===== config.mk =====
export PLATFORM = sky130hd
export DESIGN_NAME = msd_decoder
export DESIGN_NICKNAME = d
export VERILOG_FILES = /design/src/shared/msd_pkg.sv /design/src/core/msd_decoder.sv
export VERILOG_INCLUDE_DIRS = /design/src /design/src/shared
export SDC_FILE = /design/constraint.sdc
export NUM_CORES = 1
export LEC_CHECK = 0
export BUFFER_PORTS_ARGS = -buffer_cell sky130_fd_sc_hd__buf_4
export CORE_MARGIN = 2
export CORE_UTILIZATION = 30
export DETAILED_ROUTE_END_ITERATION = 10
export GPL_ROUTABILITY_DRIVEN = 0
export PLACE_DENSITY = 0.6
export SLEW_MARGIN = 0
export SYNTH_ARGS = -nofsm -noshare
export SYNTH_HDL_FRONTEND = slang
export SYNTH_SLANG_ARGS = --single-unit
export TNS_END_PERCENT = 5

===== constraint.sdc =====
create_clock -name clk_sys -period 4.1 [get_ports clk_sys]
set_input_delay 0.82 -clock clk_sys [delete_from_list [all_inputs] [get_ports clk_sys]]
set_output_delay 0.82 -clock clk_sys [all_outputs]
set_load 0.02 [all_outputs]

===== src/shared/msd_defines.svh =====
// Address map constants and field layouts of the mode select and memory map decoder.
`ifndef MSD_DEFINES_SVH
`define MSD_DEFINES_SVH

`define MSD_REG_RESET_PAGE  4'h1
`define MSD_RAM_RESET_PAGE  4'h0
`define MSD_EE_DEFAULT_PAGE 4'hF
`define MSD_REG_SIZE        12'h060
`define MSD_RAM_SIZE        12'h400
`define MSD_EE_LO_OFF       12'hE00
`define MSD_TEST_HOLE_HI    4'hD
`define MSD_BOOT_HI_BYTE    8'hBF
`define MSD_VEC_LO_MIN      8'hC0
`define MSD_BOOT_LAST_ADDR  16'h03FF
`define MSD_BOOT_ENTRY_ADDR 16'h0000
`define MSD_BOOT_MAX_BYTES  11'h400

`endif


===== src/shared/msd_pkg.sv =====
// Types shared by the mode select and memory map decoder.
package msd_pkg;
    // Operating modes; the code is the pair {mode_input_b, mode_input_a}.
    typedef enum logic [1:0] {
        MSD_BOOT   = 2'h0,
        MSD_SINGLE = 2'h1,
        MSD_TEST   = 2'h2,
        MSD_EXP    = 2'h3
    } msd_mode_e;

    // Responder selected for a decoded address.
    typedef enum logic [2:0] {
        MSD_SEL_NONE = 3'h0,
        MSD_SEL_REG  = 3'h1,
        MSD_SEL_RAM  = 3'h3,
        MSD_SEL_BOOT = 3'h2,
        MSD_SEL_EE   = 3'h6,
        MSD_SEL_EXT  = 3'h7
    } msd_sel_e;
endpackage : msd_pkg

===== src/core/msd_decoder.sv =====
// Mode latch, on-chip memory map decoder and expansion bus pin steering.
//
// Summary of operation
// - Mode latched from two mode inputs at reset release; four modes.
// - Single-chip mode has no external bus; ports B, C, F stay general I/O.
// - Expanded mode drives high address on B, low on F, data on C, direction.
// - Test mode acts as expanded mode plus privileged internal access.
// - Boot ROM at BF00-BFFF only in bootstrap mode.
// - Bootstrap vectors fetched from boot ROM at BFC0 and up.
// - Boot firmware loads up to 1024 bytes, jumps to 0000 on gap or 03FF.
// - During boot download the transmit pin port is open-drain wired-OR.
// - Bootstrap interrupt vectors resolve to a RAM jump table.
// - Register block at page 1 after reset, movable by register-base field.
// - RAM at page 0 after reset, movable by RAM-base field.
// - Registers win over RAM on a shared page, hiding 96 RAM bytes.
// - Enabled EEPROM sits at FE00-FFFF by default.
// - Expanded and test modes move EEPROM to xE00 of the selected page.
// - Single-chip and bootstrap force EEPROM on at its default window.
// - EEPROM starts disabled on entry to test mode.
// - Test mode vectors go external; page zD00-zDFF runs externally only for vector fetches.
`timescale 1ns/1ps
`default_nettype none
`include "msd_defines.svh"

module msd_decoder (
    input  wire logic              clk_sys,
    input  wire logic              nrst,
    input  wire logic              mode_input_a,
    input  wire logic              mode_input_b,
    input  wire logic [3:0]        ram_base_field,
    input  wire logic [3:0]        reg_base_field,
    input  wire logic [3:0]        eeprom_base_field,
    input  wire logic              eeprom_enable_cfg,
    input  wire logic              eeprom_enable_set,
    input  wire logic [15:0]       cpu_addr,
    input  wire logic              cpu_valid,
    input  wire logic              cpu_write,
    input  wire logic              cpu_vector,
    input  wire logic              boot_download_active,
    output var  msd_pkg::msd_mode_e mode_q,
    output var  msd_pkg::msd_sel_e  sel_q,
    output logic [15:0]            map_addr_q,
    output logic                   ext_bus_en_q,
    output logic                   ext_cycle_q,
    output logic [7:0]             port_b_addr_q,
    output logic [7:0]             port_f_addr_q,
    output logic                   rw_q,
    output logic                   port_c_data_dir_q,
    output logic                   privileged_q,
    output logic                   eeprom_on_q,
    output logic                   txd_wired_or_q
);

    ////////////////////////////////////////////////////////////////////////////////
    // Reset release synchroniser.
    logic rst_meta_q;
    logic rst_sync_q;
    logic rst_n;

    // Two flip-flops release the reset on a clock edge.
    always_ff @(posedge clk_sys or negedge nrst) begin
        if (!nrst) begin
            rst_meta_q <= 1'b0;
            rst_sync_q <= 1'b0;
        end else begin
            rst_meta_q <= 1'b1;
            rst_sync_q <= rst_meta_q;
        end
    end
    assign rst_n = rst_sync_q;

    ////////////////////////////////////////////////////////////////////////////////
    // Mode latch: single-chip during reset, sampled each cycle until the synchronised reset releases, frozen after.
    msd_pkg::msd_mode_e mode_d;
    logic               ee_test_dis_q;
    logic               ee_test_dis_d;

    // The mode inputs are followed from nrst release until rst_sync_q rises, and kept from then on.
    always_comb begin
        mode_d        = mode_q;
        ee_test_dis_d = ee_test_dis_q;
        if (!rst_sync_q) begin
            mode_d        = msd_pkg::msd_mode_e'({mode_input_b, mode_input_a});
            ee_test_dis_d = 1'b1;
        end else if (eeprom_enable_set) begin
            ee_test_dis_d = 1'b0;
        end
    end

    // The latch runs on the raw reset, so it reads single-chip until nrst releases and only then sees the inputs.
    always_ff @(posedge clk_sys or negedge nrst) begin
        if (!nrst) begin
            mode_q        <= msd_pkg::MSD_SINGLE;
            ee_test_dis_q <= 1'b1;
        end else begin
            mode_q        <= mode_d;
            ee_test_dis_q <= ee_test_dis_d;
        end
    end

    ////////////////////////////////////////////////////////////////////////////////
    // Address decode.
    logic            is_exp_like;
    logic            is_boot;
    logic            ee_on;
    logic [3:0]      ee_page;
    logic [3:0]      pg;
    logic [11:0]     off;
    logic [15:0]     eff_addr;
    logic            hit_reg;
    logic            hit_ram;
    logic            hit_boot;
    logic            hit_ee;
    logic            test_hole;
    msd_pkg::msd_sel_e sel_d;

    assign is_exp_like = (mode_q == msd_pkg::MSD_EXP) || (mode_q == msd_pkg::MSD_TEST);
    assign is_boot     = (mode_q == msd_pkg::MSD_BOOT);

    // EEPROM placement: forced at the default page outside the bus modes.
    always_comb begin
        if (is_exp_like) begin
            ee_page = eeprom_base_field;
            ee_on   = eeprom_enable_cfg && !((mode_q == msd_pkg::MSD_TEST) && ee_test_dis_q);
        end else begin
            ee_page = `MSD_EE_DEFAULT_PAGE;
            ee_on   = 1'b1;
        end
    end

    // Bootstrap vectors above BFC0 are served by the RAM jump table pointers in ROM.
    always_comb begin
        eff_addr = cpu_addr;
        if (is_boot && cpu_vector) begin
            eff_addr = {`MSD_BOOT_HI_BYTE, `MSD_VEC_LO_MIN | cpu_addr[7:0]};
        end
    end

    assign pg        = eff_addr[15:12];
    assign off       = eff_addr[11:0];
    assign hit_reg   = (pg == reg_base_field) && (off < `MSD_REG_SIZE);
    assign hit_ram   = (pg == ram_base_field) && (off < `MSD_RAM_SIZE);
    assign hit_boot  = is_boot && (eff_addr[15:8] == `MSD_BOOT_HI_BYTE);
    assign hit_ee    = ee_on && (pg == ee_page) && (off >= `MSD_EE_LO_OFF);
    assign test_hole = (mode_q == msd_pkg::MSD_TEST)
                       && (pg == eeprom_base_field) && (off[11:8] == `MSD_TEST_HOLE_HI);

    // Fixed priority gives each address at most one responder.
    always_comb begin
        sel_d = msd_pkg::MSD_SEL_NONE;
        if (!cpu_valid) begin
            sel_d = msd_pkg::MSD_SEL_NONE;
        end else if ((mode_q == msd_pkg::MSD_TEST) && cpu_vector) begin
            sel_d = msd_pkg::MSD_SEL_EXT;
        end else if (hit_reg) begin
            sel_d = msd_pkg::MSD_SEL_REG;
        end else if (hit_ram) begin
            sel_d = msd_pkg::MSD_SEL_RAM;
        end else if (hit_boot) begin
            sel_d = msd_pkg::MSD_SEL_BOOT;
        end else if (hit_ee) begin
            sel_d = msd_pkg::MSD_SEL_EE;
        end else if (is_exp_like && !test_hole) begin
            sel_d = msd_pkg::MSD_SEL_EXT;
        end else begin
            sel_d = msd_pkg::MSD_SEL_NONE;
        end
    end

    ////////////////////////////////////////////////////////////////////////////////
    // Registered outputs and bus pin steering.
    logic        ext_d;
    logic [7:0]  pb_d;
    logic [7:0]  pf_d;

    assign ext_d = (sel_d == msd_pkg::MSD_SEL_EXT);
    // Address pins take each external address and hold it until the next one.
    assign pb_d  = ext_d ? eff_addr[15:8] : port_b_addr_q;
    assign pf_d  = ext_d ? eff_addr[7:0]  : port_f_addr_q;

    // All outputs but mode_q come from flip-flops reset by the synchronised reset.
    always_ff @(posedge clk_sys or negedge rst_n) begin
        if (!rst_n) begin
            sel_q             <= msd_pkg::MSD_SEL_NONE;
            map_addr_q        <= 16'h0000;
            ext_bus_en_q      <= 1'b0;
            ext_cycle_q       <= 1'b0;
            port_b_addr_q     <= 8'h00;
            port_f_addr_q     <= 8'h00;
            rw_q              <= 1'b1;
            port_c_data_dir_q <= 1'b0;
            privileged_q      <= 1'b0;
            eeprom_on_q       <= 1'b0;
            txd_wired_or_q    <= 1'b0;
        end else begin
            sel_q             <= sel_d;
            map_addr_q        <= eff_addr;
            ext_bus_en_q      <= is_exp_like;
            ext_cycle_q       <= ext_d;
            port_b_addr_q     <= pb_d;
            port_f_addr_q     <= pf_d;
            rw_q              <= !(ext_d && cpu_write);
            port_c_data_dir_q <= ext_d && cpu_write;
            privileged_q      <= (mode_q == msd_pkg::MSD_TEST);
            eeprom_on_q       <= ee_on;
            txd_wired_or_q    <= is_boot && boot_download_active;
        end
    end

    ////////////////////////////////////////////////////////////////////////////////
    // Assertions and covers.
    a_mode_frozen: assert property (@(posedge clk_sys) disable iff (!rst_n)
        $stable(mode_q)) else $error("mode changed after reset");
    a_single_no_ext: assert property (@(posedge clk_sys) disable iff (!rst_n)
        (mode_q == msd_pkg::MSD_SINGLE) |=> !ext_cycle_q && !ext_bus_en_q)
        else $error("external cycle in single-chip mode");
    a_ext_addr_pins: assert property (@(posedge clk_sys) disable iff (!rst_n)
        ext_d |=> {port_b_addr_q, port_f_addr_q} == $past(eff_addr))
        else $error("address pins wrong");
    a_boot_rom_only: assert property (@(posedge clk_sys) disable iff (!rst_n)
        (sel_q == msd_pkg::MSD_SEL_BOOT) |-> $past(is_boot) && map_addr_q[15:8] == 8'hBF)
        else $error("boot ROM outside bootstrap");
    a_reg_wins_ram: assert property (@(posedge clk_sys) disable iff (!rst_n)
        (cpu_valid && hit_reg && !cpu_vector) |=> sel_q == msd_pkg::MSD_SEL_REG)
        else $error("register block lost priority");
    a_ee_forced_on: assert property (@(posedge clk_sys) disable iff (!rst_n)
        !is_exp_like |=> eeprom_on_q) else $error("EEPROM not forced on");
    a_test_hole_int: assert property (@(posedge clk_sys) disable iff (!rst_n)
        (cpu_valid && test_hole && !cpu_vector) |=> !ext_cycle_q)
        else $error("test hole driven externally");
    a_test_vec_ext: assert property (@(posedge clk_sys) disable iff (!rst_n)
        (mode_q == msd_pkg::MSD_TEST && cpu_valid && cpu_vector) |=> ext_cycle_q)
        else $error("test vector not external");
    a_boot_no_ext: assert property (@(posedge clk_sys) disable iff (!rst_n)
        is_boot |=> !ext_cycle_q) else $error("external cycle in bootstrap");
    a_txd_wired_or: assert property (@(posedge clk_sys) disable iff (!rst_n)
        (is_boot && boot_download_active) |=> txd_wired_or_q)
        else $error("transmit port not wired-OR");

    ////////////////////////////////////////////////////////////////////////////////
    // Further checks on the decode, one per rule that the map must keep.

    // The expansion bus pins are handed to the bus in both bus modes.
    a_exp_bus_on: assert property (@(posedge clk_sys) disable iff (!rst_n)
        is_exp_like |=> ext_bus_en_q)
        else $error("expansion bus not enabled");

    // Test mode always reports its privileged access.
    a_test_priv: assert property (@(posedge clk_sys) disable iff (!rst_n)
        (mode_q == msd_pkg::MSD_TEST) |=> privileged_q)
        else $error("test mode not privileged");

    // Bootstrap vector fetches land in the top quarter of the boot ROM page.
    a_boot_vec_addr: assert property (@(posedge clk_sys) disable iff (!rst_n)
        (is_boot && cpu_vector) |=> map_addr_q[15:6] == 10'h2FF)
        else $error("boot vector outside vector area");

    // An unclaimed access to the boot page in bootstrap mode reaches the ROM.
    a_boot_rom_hit: assert property (@(posedge clk_sys) disable iff (!rst_n)
        (cpu_valid && is_boot && !hit_reg && !hit_ram && eff_addr[15:8] == 8'hBF)
        |=> sel_q == msd_pkg::MSD_SEL_BOOT)
        else $error("boot ROM not selected");

    // RAM answers on its own page wherever the registers do not.
    a_ram_select: assert property (@(posedge clk_sys) disable iff (!rst_n)
        (cpu_valid && !cpu_vector && hit_ram && !hit_reg)
        |=> sel_q == msd_pkg::MSD_SEL_RAM)
        else $error("RAM not selected");

    // An enabled EEPROM window answers when nothing of higher priority does.
    a_ee_window: assert property (@(posedge clk_sys) disable iff (!rst_n)
        (cpu_valid && !cpu_vector && hit_ee && !hit_reg && !hit_ram && !hit_boot)
        |=> sel_q == msd_pkg::MSD_SEL_EE)
        else $error("EEPROM window not selected");

    // The EEPROM stays off in test mode until it is enabled.
    a_ee_test_off: assert property (@(posedge clk_sys) disable iff (!rst_n)
        ((mode_q == msd_pkg::MSD_TEST) && ee_test_dis_q) |=> !eeprom_on_q)
        else $error("EEPROM on at test mode entry");

    // Outside the bus modes the EEPROM only ever hits on the top page.
    a_ee_page_fixed: assert property (@(posedge clk_sys) disable iff (!rst_n)
        (!is_exp_like && hit_ee) |-> pg == 4'hF)
        else $error("EEPROM moved in a fixed mode");

    // Unclaimed addresses in the bus modes, outside the test hole, run as external cycles.
    a_exp_ext_fill: assert property (@(posedge clk_sys) disable iff (!rst_n)
        (cpu_valid && is_exp_like && !test_hole && !cpu_vector && !hit_reg && !hit_ram
         && !hit_ee) |=> ext_cycle_q)
        else $error("unclaimed address not external");

    // An external write turns the data port around and drives the line low.
    a_write_dir: assert property (@(posedge clk_sys) disable iff (!rst_n)
        (ext_d && cpu_write) |=> !rw_q && port_c_data_dir_q)
        else $error("external write direction wrong");

    c_boot_rom: cover property (@(posedge clk_sys) disable iff (!rst_n)
        sel_q == msd_pkg::MSD_SEL_BOOT);
    c_ext_write: cover property (@(posedge clk_sys) disable iff (!rst_n)
        ext_cycle_q && !rw_q);
    c_ee_remap: cover property (@(posedge clk_sys) disable iff (!rst_n)
        sel_q == msd_pkg::MSD_SEL_EE && map_addr_q[15:12] != 4'hF);
    c_ram_hidden: cover property (@(posedge clk_sys) disable iff (!rst_n)
        cpu_valid && hit_reg && hit_ram);
    // A vector fetch taken out to the bus in test mode.
    c_test_vector: cover property (@(posedge clk_sys) disable iff (!rst_n)
        (mode_q == msd_pkg::MSD_TEST) && cpu_valid && cpu_vector);

endmodule : msd_decoder

`default_nettype wire


==> results of run 1 <==
[sequential cells by signal, summed over array words and instances (netlist names), 2 cells and up]
register and flops:
port_b_addr_q 8, port_f_addr_q 8, map_addr_q 16, mode_q 2
sel_q 3
[worst max-delay path, stage by stage]
cell	delay, ns
buf_4	0.12
or3b_1	0.47
a221oi_1	0.46
nor4_2	0.13
o21bai_2	0.14
nand3b_2	0.12
a311oi_4	0.21
buf_4	0.33
mux2_2	0.38
[cells by family (layout without fill, tap and decap cells)]
logic type / Yosys count / count (layout) / synth area share (%)
simple gates: 46 / 46 / 13.44
buf+inv: 13 / 98 / 4.068
compound gates: 23 / 23 / 10.30
mux: 18 / 18 / 11.28
other cells: 1 / 1 / 0.1848
flops: 47 / 47 / 58.14
xor+xnor: 6 / 6 / 2.589
[path summary, 6_finish.rpt]
path	slack, ns	endpoint	start
min in group clk_sys	0.36	rst_n$_DFF_PN0_	rst_meta_q$_DFF_PN0_
worst min-delay path	0.31	mode_q[1]$_DFFE_PN0N_	nrst
worst max-delay path	1.09	port_b_addr_q[4]$_DFFE_PN0N_	cpu_vector
worst max register to register	1.15	port_b_addr_q[4]$_DFFE_PN0N_	mode_q[1]$_DFFE_PN0N_
worst min register to register	0.36	rst_n$_DFF_PN0_	rst_meta_q$_DFF_PN0_
max in group asynchronous	3.04	port_b_addr_q[6]$_DFFE_PN0N_	rst_n$_DFF_PN0_
[per-layer routing]
metal  vias to the layer above  routed length (µm)  global-route usage, %
met5                         -                   0                      0
met4                         0                  36                  3.409
met3                         4                 355                  3.714
met2                        68                2287                  20.44
met1                       727                2107                  18.13
li1                        700                   -                      -
[placed cells by master, fill, tap and decap left out, types with 3 or more instances in the layout]
master    Yosys  routed
inv_1         6       6
a221oi_1      3       3
nand2b_1      6       6
clkbuf_8      0       5
nand4_1       3       3
and2_1        4       4
xnor2_1       5       5
mux2_4        7       7
nand2_1       6       6
nor2_1        8       8
buf_4         2      83
mux2_2       11      11
dfstp_2       3       3
dfrtp_1      44      43
and2_2        4       4
[stage by stage]
stage / utilization (%) / std cells / setup WS [ns] / area (µm²)
floorplan: - / 154 / 1.051 / 2029
CTS: 43.03 / 316 / 1.077 / 2779
detailed placement: 41.71 / 308 / 0.7802 / 2694
finish: 43.03 / 316 / 1.092 / 2779
global route: 43.03 / 316 / 0.9064 / 2779
global placement: 41.71 / 308 / 0.7797 / 2694
[report_power, final]
part / internal (µW) / switching, µW
Clock: 119 / 149
Sequential: 543 / 52.7
Combinational: 204 / 194
Total: 866 / 397
[cell type report]
type | instances | area, µm² | share of cell area, %
flip-flops and latches | 47 | 1181 | 42.50
multi-input cells | 94 | 767.0 | 27.60
repair buffers | 83 | 623.1 | 22.42
well taps | 77 | 96.34 | 3.467
clock buffers | 6 | 72.57 | 2.611
inverters | 7 | 26.28 | 0.9455
clock inverters | 2 | 12.51 | 0.4502
==> impl_results.md, run 1 <==
- Status: complete, no violations
- Final Hold Fails: 0
- # resized after CTS: 0
- Drt drc: 0
- Total Wirelength: 4787 µm
- Setup CP Type: primary input to register
- Type of the tightest min-delay check: primary input to asynchronous set/reset pin
- Synth area leaders: dfrtp_1, mux2_2, mux2_4
- H-tree Lvls: 2
- Worst vdd ir: 0.1775 mV
- Initial antenna violation count: 0
- CP arrival: 3.19 ns
- Max-slew headroom: 33.81%
- Mapped Cells: 154
- Achievable Freq: 332.4 MHz
- Hpwl dp: 3650 µm
- LEAKAGE: 0.001295 µW
- Gr usage total: 13.12%
- Clock Pin Slew Worst Setup and Hold Paths: 0.08 ns
- IO Port Bufs: 81
- Tmin final: 3.008 ns
- Post-DR vias/cell: 4.744
- Main synth FF type: dfrtp_1
- Setup Skew: 0.003909 ns
- CTS tree: done
- GRT overflow: 0
- RSZ-0062 raised after global routing: false
- Tot Pwr: 1262 µW
- Clock Latency Late Sink: 0.29 ns
- First-pass GRT wire length: 7603 µm
- Sum of negative setup slack: 0 ns
- Crit Path Max Fanout: 19
- Max Cap Viol: 0
- TritonCTS Buffers: 5
- Yosys cell types: 48
- Count of final setup violators: 0
- Worst setup EP type: register
- Fin. max-slew vios: 0
- Post-synth EDFFs: 0
- Via count: 1499
- Post-synthesis sequential area ratio: 58.14%
- Rows: 29
- Synthesized area: 2029 µm²
- Avg Cell Area, Syn: 13.18 µm²
- Post-DRT Antenna Nets: 0
- Post-synth top cells: dfrtp_1, mux2_2, nor2_1
- Vias in the first global route: 1528
- FF-to-FF path depth: 8
- Die area: 7439 µm²
- Async SR Flop Fraction: 100.0%
- Wire per inst: 15.15 µm
- Dominant cell type by area after synthesis: dfrtp_1
- Pin count of the biggest net entering global routing: 46
- Fillers: 628
- Hold_ws: 0.3070 ns
- Maximum clock insertion buffer count: 2
- Die width: 86.25 µm
- Yosys reg bits: 47
- Top Ports: 82
- CP Launch Type: primary input
- Period utilization: 73.37%
- Diode count: 0
- Core Region: 6459 µm²
- Hold buffers post-CTS: 0
- Synth top area share: 54.25%
- Chip height: 86.25 µm
- Post-CTS Setup Repair Bufs: 0
- Share of cells above drive strength 1: 52.30%
- Req. time, crit path: 4.28 ns
- CTS root buffer: clkbuf_8
- Initial DRC Count: 45
- CTS sink cnt: 47
- Initial core utilization: 31.42%
- Syn-to-layout area delta: 36.93%
- Transition time of the tightest slew-check pin: 0.9928 ns
- Count leader, synth: dfrtp_1
- Drt pass-1 iters: 5
- Power per cell area: 454.2 nW/µm²
- Final nets: 276
- Post-synth net total: 192
- Yosys warns: 0
Power figures use the tool's default switching activity.
==> inputs of run 2 (changes only) <==
==> constraint.sdc (replaced) <==
create_clock -name clk_sys -period 2.8 [get_ports clk_sys]
set_input_delay 0.56 -clock clk_sys [delete_from_list [all_inputs] [get_ports clk_sys]]
set_output_delay 0.56 -clock clk_sys [all_outputs]
set_load 0.02 [all_outputs]
==> impl_results.md, run 2 (same netlist as run 1, synthesis figures left out) <==
- Placed cell count: 330 (+7.1%)
- Max Cap Viol: 0 (unchanged)
- Diode count: 0 (unchanged)
- Setup CP Type: register to register
- Finished Layout Cells: 338 (+7.0%)
- Die area: 7439 µm² (unchanged)
- Top flop regs: map_addr_q x16, port_b_addr_q x8, port_f_addr_q x8
- Worst slack, placed: -0.2618 ns (-1.042 ns)
- First-pass GRT wire length: 7624 µm (+0.28%)
- Status: complete, no violations
- Worst setup EP type: register
- Gr usage total: 13.35% (+0.23 points)
- Vias in the first global route: 1596 (+4.5%)
- Fillers: 625 (-0.48%)
- Syn-to-layout area delta: 49.08%
- Most common cell after layout, fill and taps aside: buf_4
- Crit Path Max Fanout: 15 (-4)
- Wire per inst: 14.34 µm (-5.3%)
- Total Wirelength: 4847 µm (+1.3%)
- Highest-count cells in the layout ignoring fill and taps: buf_4, dfrtp_1, mux2_2, nor2_1, mux2_4
- Hold buffers post-CTS: 0 (unchanged)
- Power per cell area: 691.6 nW/µm² (+52%)
- CP Launch Type: register
- Fin. max-slew vios: 0 (unchanged)
- Post-DR vias/cell: 4.651 (-2.0%)
- Achievable Freq: 374.9 MHz
- Largest register FFs: 16 (unchanged)
- LEAKAGE: 0.001437 µW (+11%)
- Critical path's slowest cell: or3b_1
- Pin count of the biggest net entering global routing: 27 (-41%)
- Final nets: 298 (+8.0%)
- Core Region: 6459 µm² (unchanged)
- Initial DRC Count: 45 (unchanged)
- Worst vdd ir: 0.2253 mV (+27%)
- Drt pass-1 iters: 4 (-1)
- Initial antenna violation count: 0 (unchanged)
- RSZ-0062 raised after global routing: false
- Req. time, crit path: 2.99 ns (-1.29 ns)
- Maximum clock insertion buffer count: 2 (unchanged)
- Crit path buf inv count: 3 (+1)
- TritonCTS Buffers: 5 (unchanged)
- Via count: 1572 (+4.9%)
- Most used cell, CP: buf_4
- Post-CTS Setup Repair Bufs: 0 (unchanged)
- Drt drc: 0 (unchanged)
- CTS root buffer: clkbuf_8
- Hpwl dp: 3913 µm (+7.2%)
- CTS sink cnt: 47 (unchanged)
- CP arrival: 2.86 ns (-0.33 ns)
- Type of the tightest min-delay check: primary input to asynchronous set/reset pin
- Final Util: 46.84% (+3.8 points)
- Top Ports: 82 (unchanged)
- Initial core utilization: 31.42% (unchanged)
- Largest Register: map_addr_q
- IO Port Bufs: 81 (unchanged)
- Period utilization: 95.26%
- Count of final setup violators: 0 (unchanged)
- # resized after CTS: 0 (unchanged)
- Tmin final: 2.667 ns
- Chip height: 86.25 µm (unchanged)
- Clock Pin Slew Worst Setup and Hold Paths: 0.09 ns (about the same)
- Crit-path cells: or3b_1 -> buf_4 -> buf_4 -> a32oi_2 -> nand4_1 -> a311oi_2 -> a311oi_4 -> buf_12 -> mux2_4
- Final Hold Fails: 0 (unchanged)
- Cell family with the largest share of critical-path delay: compound AO/OA/AOI/OAI gates
- Rows: 29 (unchanged)
- Share of cells above drive strength 1: 57.09% (+4.8 points)
- H-tree Lvls: 2 (unchanged)
- Setup Skew: 0.004150 ns (+0.0002414 ns)
- Post-route setup slack: 0.1326 ns (-0.9590 ns)
- CTS tree: done
- Clock Latency Late Sink: 0.30 ns (about the same)
- Post-DRT Antenna Nets: 0 (unchanged)
- CP peak stage delay: 0.46 ns (about the same)
- GRT overflow: 0 (unchanged)
- Die width: 86.25 µm (unchanged)
==> run 2: cell type report <==
| cell class | count | area [µm²] | share of cell area (%) |
|---|---|---|---|
| Clock inverter | 3 | 71.32 | 2.357 |
| Tap cell | 77 | 96.34 | 3.184 |
| Timing Repair Buffer | 105 | 800.8 | 26.47 |
| Inverter | 7 | 26.28 | 0.8685 |
| Clock buffer | 5 | 68.82 | 2.275 |
| Sequential cell | 47 | 1181 | 39.04 |
| Multi-Input combinational cell | 94 | 780.7 | 25.81 |
==> run 2: routing by layer <==
layer / vias up / wire, µm / track usage, %
li1: 748 / - / -
met1: 751 / 2133 / 17.83
met2: 68 / 2321 / 21.71
met3: 5 / 349 / 3.238
met4: 0 / 42 / 3.835
met5: - / 0 / 0
==> run 2: report_power, final <==
| part | internal [µW] | leakage (µW) | switching (µW) |
|---|---|---|---|
| combinational | 329 | 0.000817 | 302 |
| clock | 362 | 0.0000703 | 242 |
| sequential | 794 | 0.000549 | 63.5 |
| total | 1490 | 0.00144 | 607 |
==> run 2: per-stage QoR <==
stage | cell area (µm²) | hold slack [ns] | TNS (ns) | total power [µW]
6_report | 3025 | 0.03793 | 0 | 2092
5_1_grt | 3025 | 0.02488 | 0 | 2187
4_1_cts | 3012 | 0.03240 | 0 | 2115
3_5_place_dp | 2872 | 0.2405 | -3.903 | 1510
3_3_place_gp | 2872 | 0.2250 | -3.221 | 1500
2_1_floorplan | 2029 | 0.2644 | 0 | 1202
==> run 2: worst register-to-register path, stage by stage, from the launching register on <==
cell and delay [ns]:
dfrtp_1 0.43, or3b_1 0.46, buf_4 0.18, buf_4 0.12, a32oi_2 0.23, nand4_1 0.16
a311oi_2 0.40, a311oi_4 0.10, buf_12 0.19, mux2_4 0.29
==> run 2: path summary, 6_finish.rpt <==
kind | endpoint | slack [ns] | depth (start not counted) | startpoint
max | port_f_addr_q[3]$_DFFE_PN0N_ | 0.13 | 9 | mode_q[1]$_DFFE_PN0N_
min | rst_meta_q$_DFF_PN0_ | 0.04 | 1 | nrst
max reg2reg | port_f_addr_q[3]$_DFFE_PN0N_ | 0.13 | 9 | mode_q[1]$_DFFE_PN0N_
min reg2reg | map_addr_q[14]$_DFF_PN0_ | 0.23 | 0 | rst_n$_DFF_PN0_
max in group asynchronous | rw_q$_DFF_PN1_ | 1.84 | 1 | rst_n$_DFF_PN0_
min in group clk_sys | rst_n$_DFF_PN0_ | 0.35 | 0 | rst_meta_q$_DFF_PN0_
==> inputs of run 3 (changes only) <==
--- a/config.mk
+++ b/config.mk
@@ -11,7 +11,7 @@
 export CORE_UTILIZATION = 30
 export DETAILED_ROUTE_END_ITERATION = 10
 export GPL_ROUTABILITY_DRIVEN = 0
-export PLACE_DENSITY = 0.6
+export PLACE_DENSITY = 0.61
 export SLEW_MARGIN = 0
 export SYNTH_ARGS = -nofsm -noshare
 export SYNTH_HDL_FRONTEND = slang
==> impl_results.md, run 3 (same netlist as run 1, synthesis figures left out) <==
- IO Port Bufs: 81 (unchanged)
- Achievable Freq: 372.7 MHz (-0.57%)
- LEAKAGE: 0.001441 µW (+0.27%)
- Die area: 7439 µm² (unchanged)
- First-pass GRT wire length: 7838 µm (+2.8%)
- GR Layer Usage met3: 3.905% (+0.67 points)
- Die width: 86.25 µm (unchanged)
- Hpwl dp: 3894 µm (-0.48%)
- Crit Path Max Fanout: 6 (-9)
- Syn-to-layout area delta: 49.51%
- Tmin final: 2.683 ns (+0.01541 ns)
- TritonCTS Buffers: 5 (unchanged)
- Power per cell area: 632.2 nW/µm² (-8.6%)
- Period utilization: 95.81% (+0.55 points)
- Pin count of the biggest net entering global routing: 27 (unchanged)
- Initial DRC Count: 45 (unchanged)
- GRT overflow: 0 (unchanged)
- CTS root buffer: clkbuf_8
- Worst vdd ir: 0.1870 mV (-17%)
- Share of cells above drive strength 1: 58.65% (+1.6 points)
- Top Ports: 82 (unchanged)
- GRT Max-Usage Layer: met2
- H-tree Lvls: 2 (unchanged)
- Max Cap Viol: 0 (unchanged)
- Wire per inst: 14.50 µm (+1.1%)
- Maximum clock insertion buffer count: 2 (unchanged)
- Post-DRT Antenna Nets: 0 (unchanged)
- CP Launch Type: register
- Clock Pin Slew Worst Setup and Hold Paths: 0.08 ns (about the same)
- Initial antenna violation count: 0 (unchanged)
- Status: complete, no violations
- Fin. max-slew vios: 0 (unchanged)
- Switch Pwr: 589.2 µW (-2.9%)
- GR Util met2: 20.30% (-1.4 points)
- Sw Ratio: 30.72% (+1.7 points)
- Highest-count cells in the layout ignoring fill and taps: buf_4, dfrtp_1, mux2_2, nor2_1, mux2_4
- Top flop regs: map_addr_q x16, port_b_addr_q x8, port_f_addr_q x8
- Largest register FFs: 16 (unchanged)
- Via count: 1614 (+2.7%)
- Post-DR vias/cell: 4.706 (+1.2%)
- CTS tree: done
- Tot Pwr: 1918 µW (-8.3%)
- Worst setup EP type: register
- Comb pwr share: 33.4% (+3.3 points)
- Rows: 29 (unchanged)
- Dpl cell area: 2902 µm² (+1.0%)
- Most common cell after layout, fill and taps aside: buf_4
- Final Hold Fails: 0 (unchanged)
- Hold_ws: 0.05132 ns (+0.01339 ns)
- CTS sink cnt: 47 (unchanged)
- Final Cell Area: 3034 µm² (+0.29%)
- Largest Register: map_addr_q
- Diode count: 0 (unchanged)
- Vias in the first global route: 1570 (-1.6%)
- Req. time, crit path: 2.98 ns (about the same)
- Sum of negative setup slack: 0 ns (unchanged)
- Core Region: 6459 µm² (unchanged)
- Clock Latency Late Sink: 0.29 ns (about the same)
- Setup CP Type: register to register
- Final nets: 303 (+1.7%)
- Clock power frac: 21.7% (-7.2 points)
- Met1 GRT Util: 19.49% (+1.7 points)
- CP arrival: 2.86 ns (about the same)
- RSZ-0062 raised after global routing: false
- Count of final setup violators: 0 (unchanged)
- Gr usage total: 13.70% (+0.35 points)
- Drt drc: 0 (unchanged)
- Initial core utilization: 31.42% (unchanged)
- Setup Skew: 0.004998 ns (+0.0008481 ns)
- Type of the tightest min-delay check: primary input to asynchronous set/reset pin
- Sequential share of power: 44.8% (+3.8 points)
- Total Wirelength: 4972 µm (+2.6%)
- Int Pwr: 1329 µW (-11%)
- Drt pass-1 iters: 4 (unchanged)
- Fillers: 611 (-2.2%)
- Chip height: 86.25 µm (unchanged)
[run 3: layout make-up]
class	instances	area (µm²)	share of cell area, %
clock buffer	7	86.33	2.845
clock inverter	1	5.005	0.1649
inverter	7	26.28	0.8660
multi-input combinational	94	799.5	26.35
sequential	47	1182	38.97
tap	77	96.34	3.175
timing repair buffer	110	838.3	27.63
[run 3: power by group through the flow]
stage          registers (µW)  clock network [µW]  logic [µW]
2_1_floorplan            1010                   0         192
3_3_place_gp              874                   0         629
3_5_place_dp              873                   0         639
4_1_cts                   860                 434         640
5_1_grt                   876                 462         684
6_report                  859                 417         642
[run 3: worst paths after layout]
kind / depth (start not counted) / slack, ns / to / start
worst max-delay path: 9 / 0.12 / port_f_addr_q[2]$_DFFE_PN0N_ / mode_q[1]$_DFFE_PN0N_
worst min-delay path: 1 / 0.05 / rst_n$_DFF_PN0_ / nrst
worst max register to register: 9 / 0.12 / port_f_addr_q[2]$_DFFE_PN0N_ / mode_q[1]$_DFFE_PN0N_
worst min register to register: 0 / 0.22 / txd_wired_or_q$_DFF_PN0_ / rst_n$_DFF_PN0_
max in group asynchronous: 1 / 1.84 / rw_q$_DFF_PN1_ / rst_n$_DFF_PN0_
min in group clk_sys: 0 / 0.36 / rst_n$_DFF_PN0_ / rst_meta_q$_DFF_PN0_
[run 3: timing repair]
| item | in CTS | in global routing |
|---|---|---|
| hold buffers | 0 | 0 |
| gates resized for setup | 0 | 7 |
| buffers inserted | 0 | 1 |
| endpoints found under the setup margin | 0 | 16 |
[run 3: layer usage]
| metal | up-vias | part of all wire (%) |
|---|---|---|
| met1 | 793 | 44 |
| li1 | 756 | - |
| met5 | - | 0 |
| met2 | 61 | 48 |
| met3 | 4 | 7.0 |
| met4 | 0 | 0.72 |
[run 3: worst max-delay path, stage by stage (launching register included)]
cell and delay [ns]:
dfrtp_2 0.46, or3b_4 0.42, buf_4 0.15, buf_4 0.14
a32oi_2 0.24, nand4_1 0.22, a311oi_4 0.39, a311oi_4 0.08
buf_4 0.19, mux2_4 0.29
[run 3: stage by stage]
stage,setup WS (ns),std cells,utilization (%)
finish,0.1172,343,46.98
detailed placement,-0.2360,334,44.92
floorplan,0.01076,154,-
global route,0.002705,343,46.98
global placement,-0.2710,334,44.92
CTS,0.05849,342,46.34
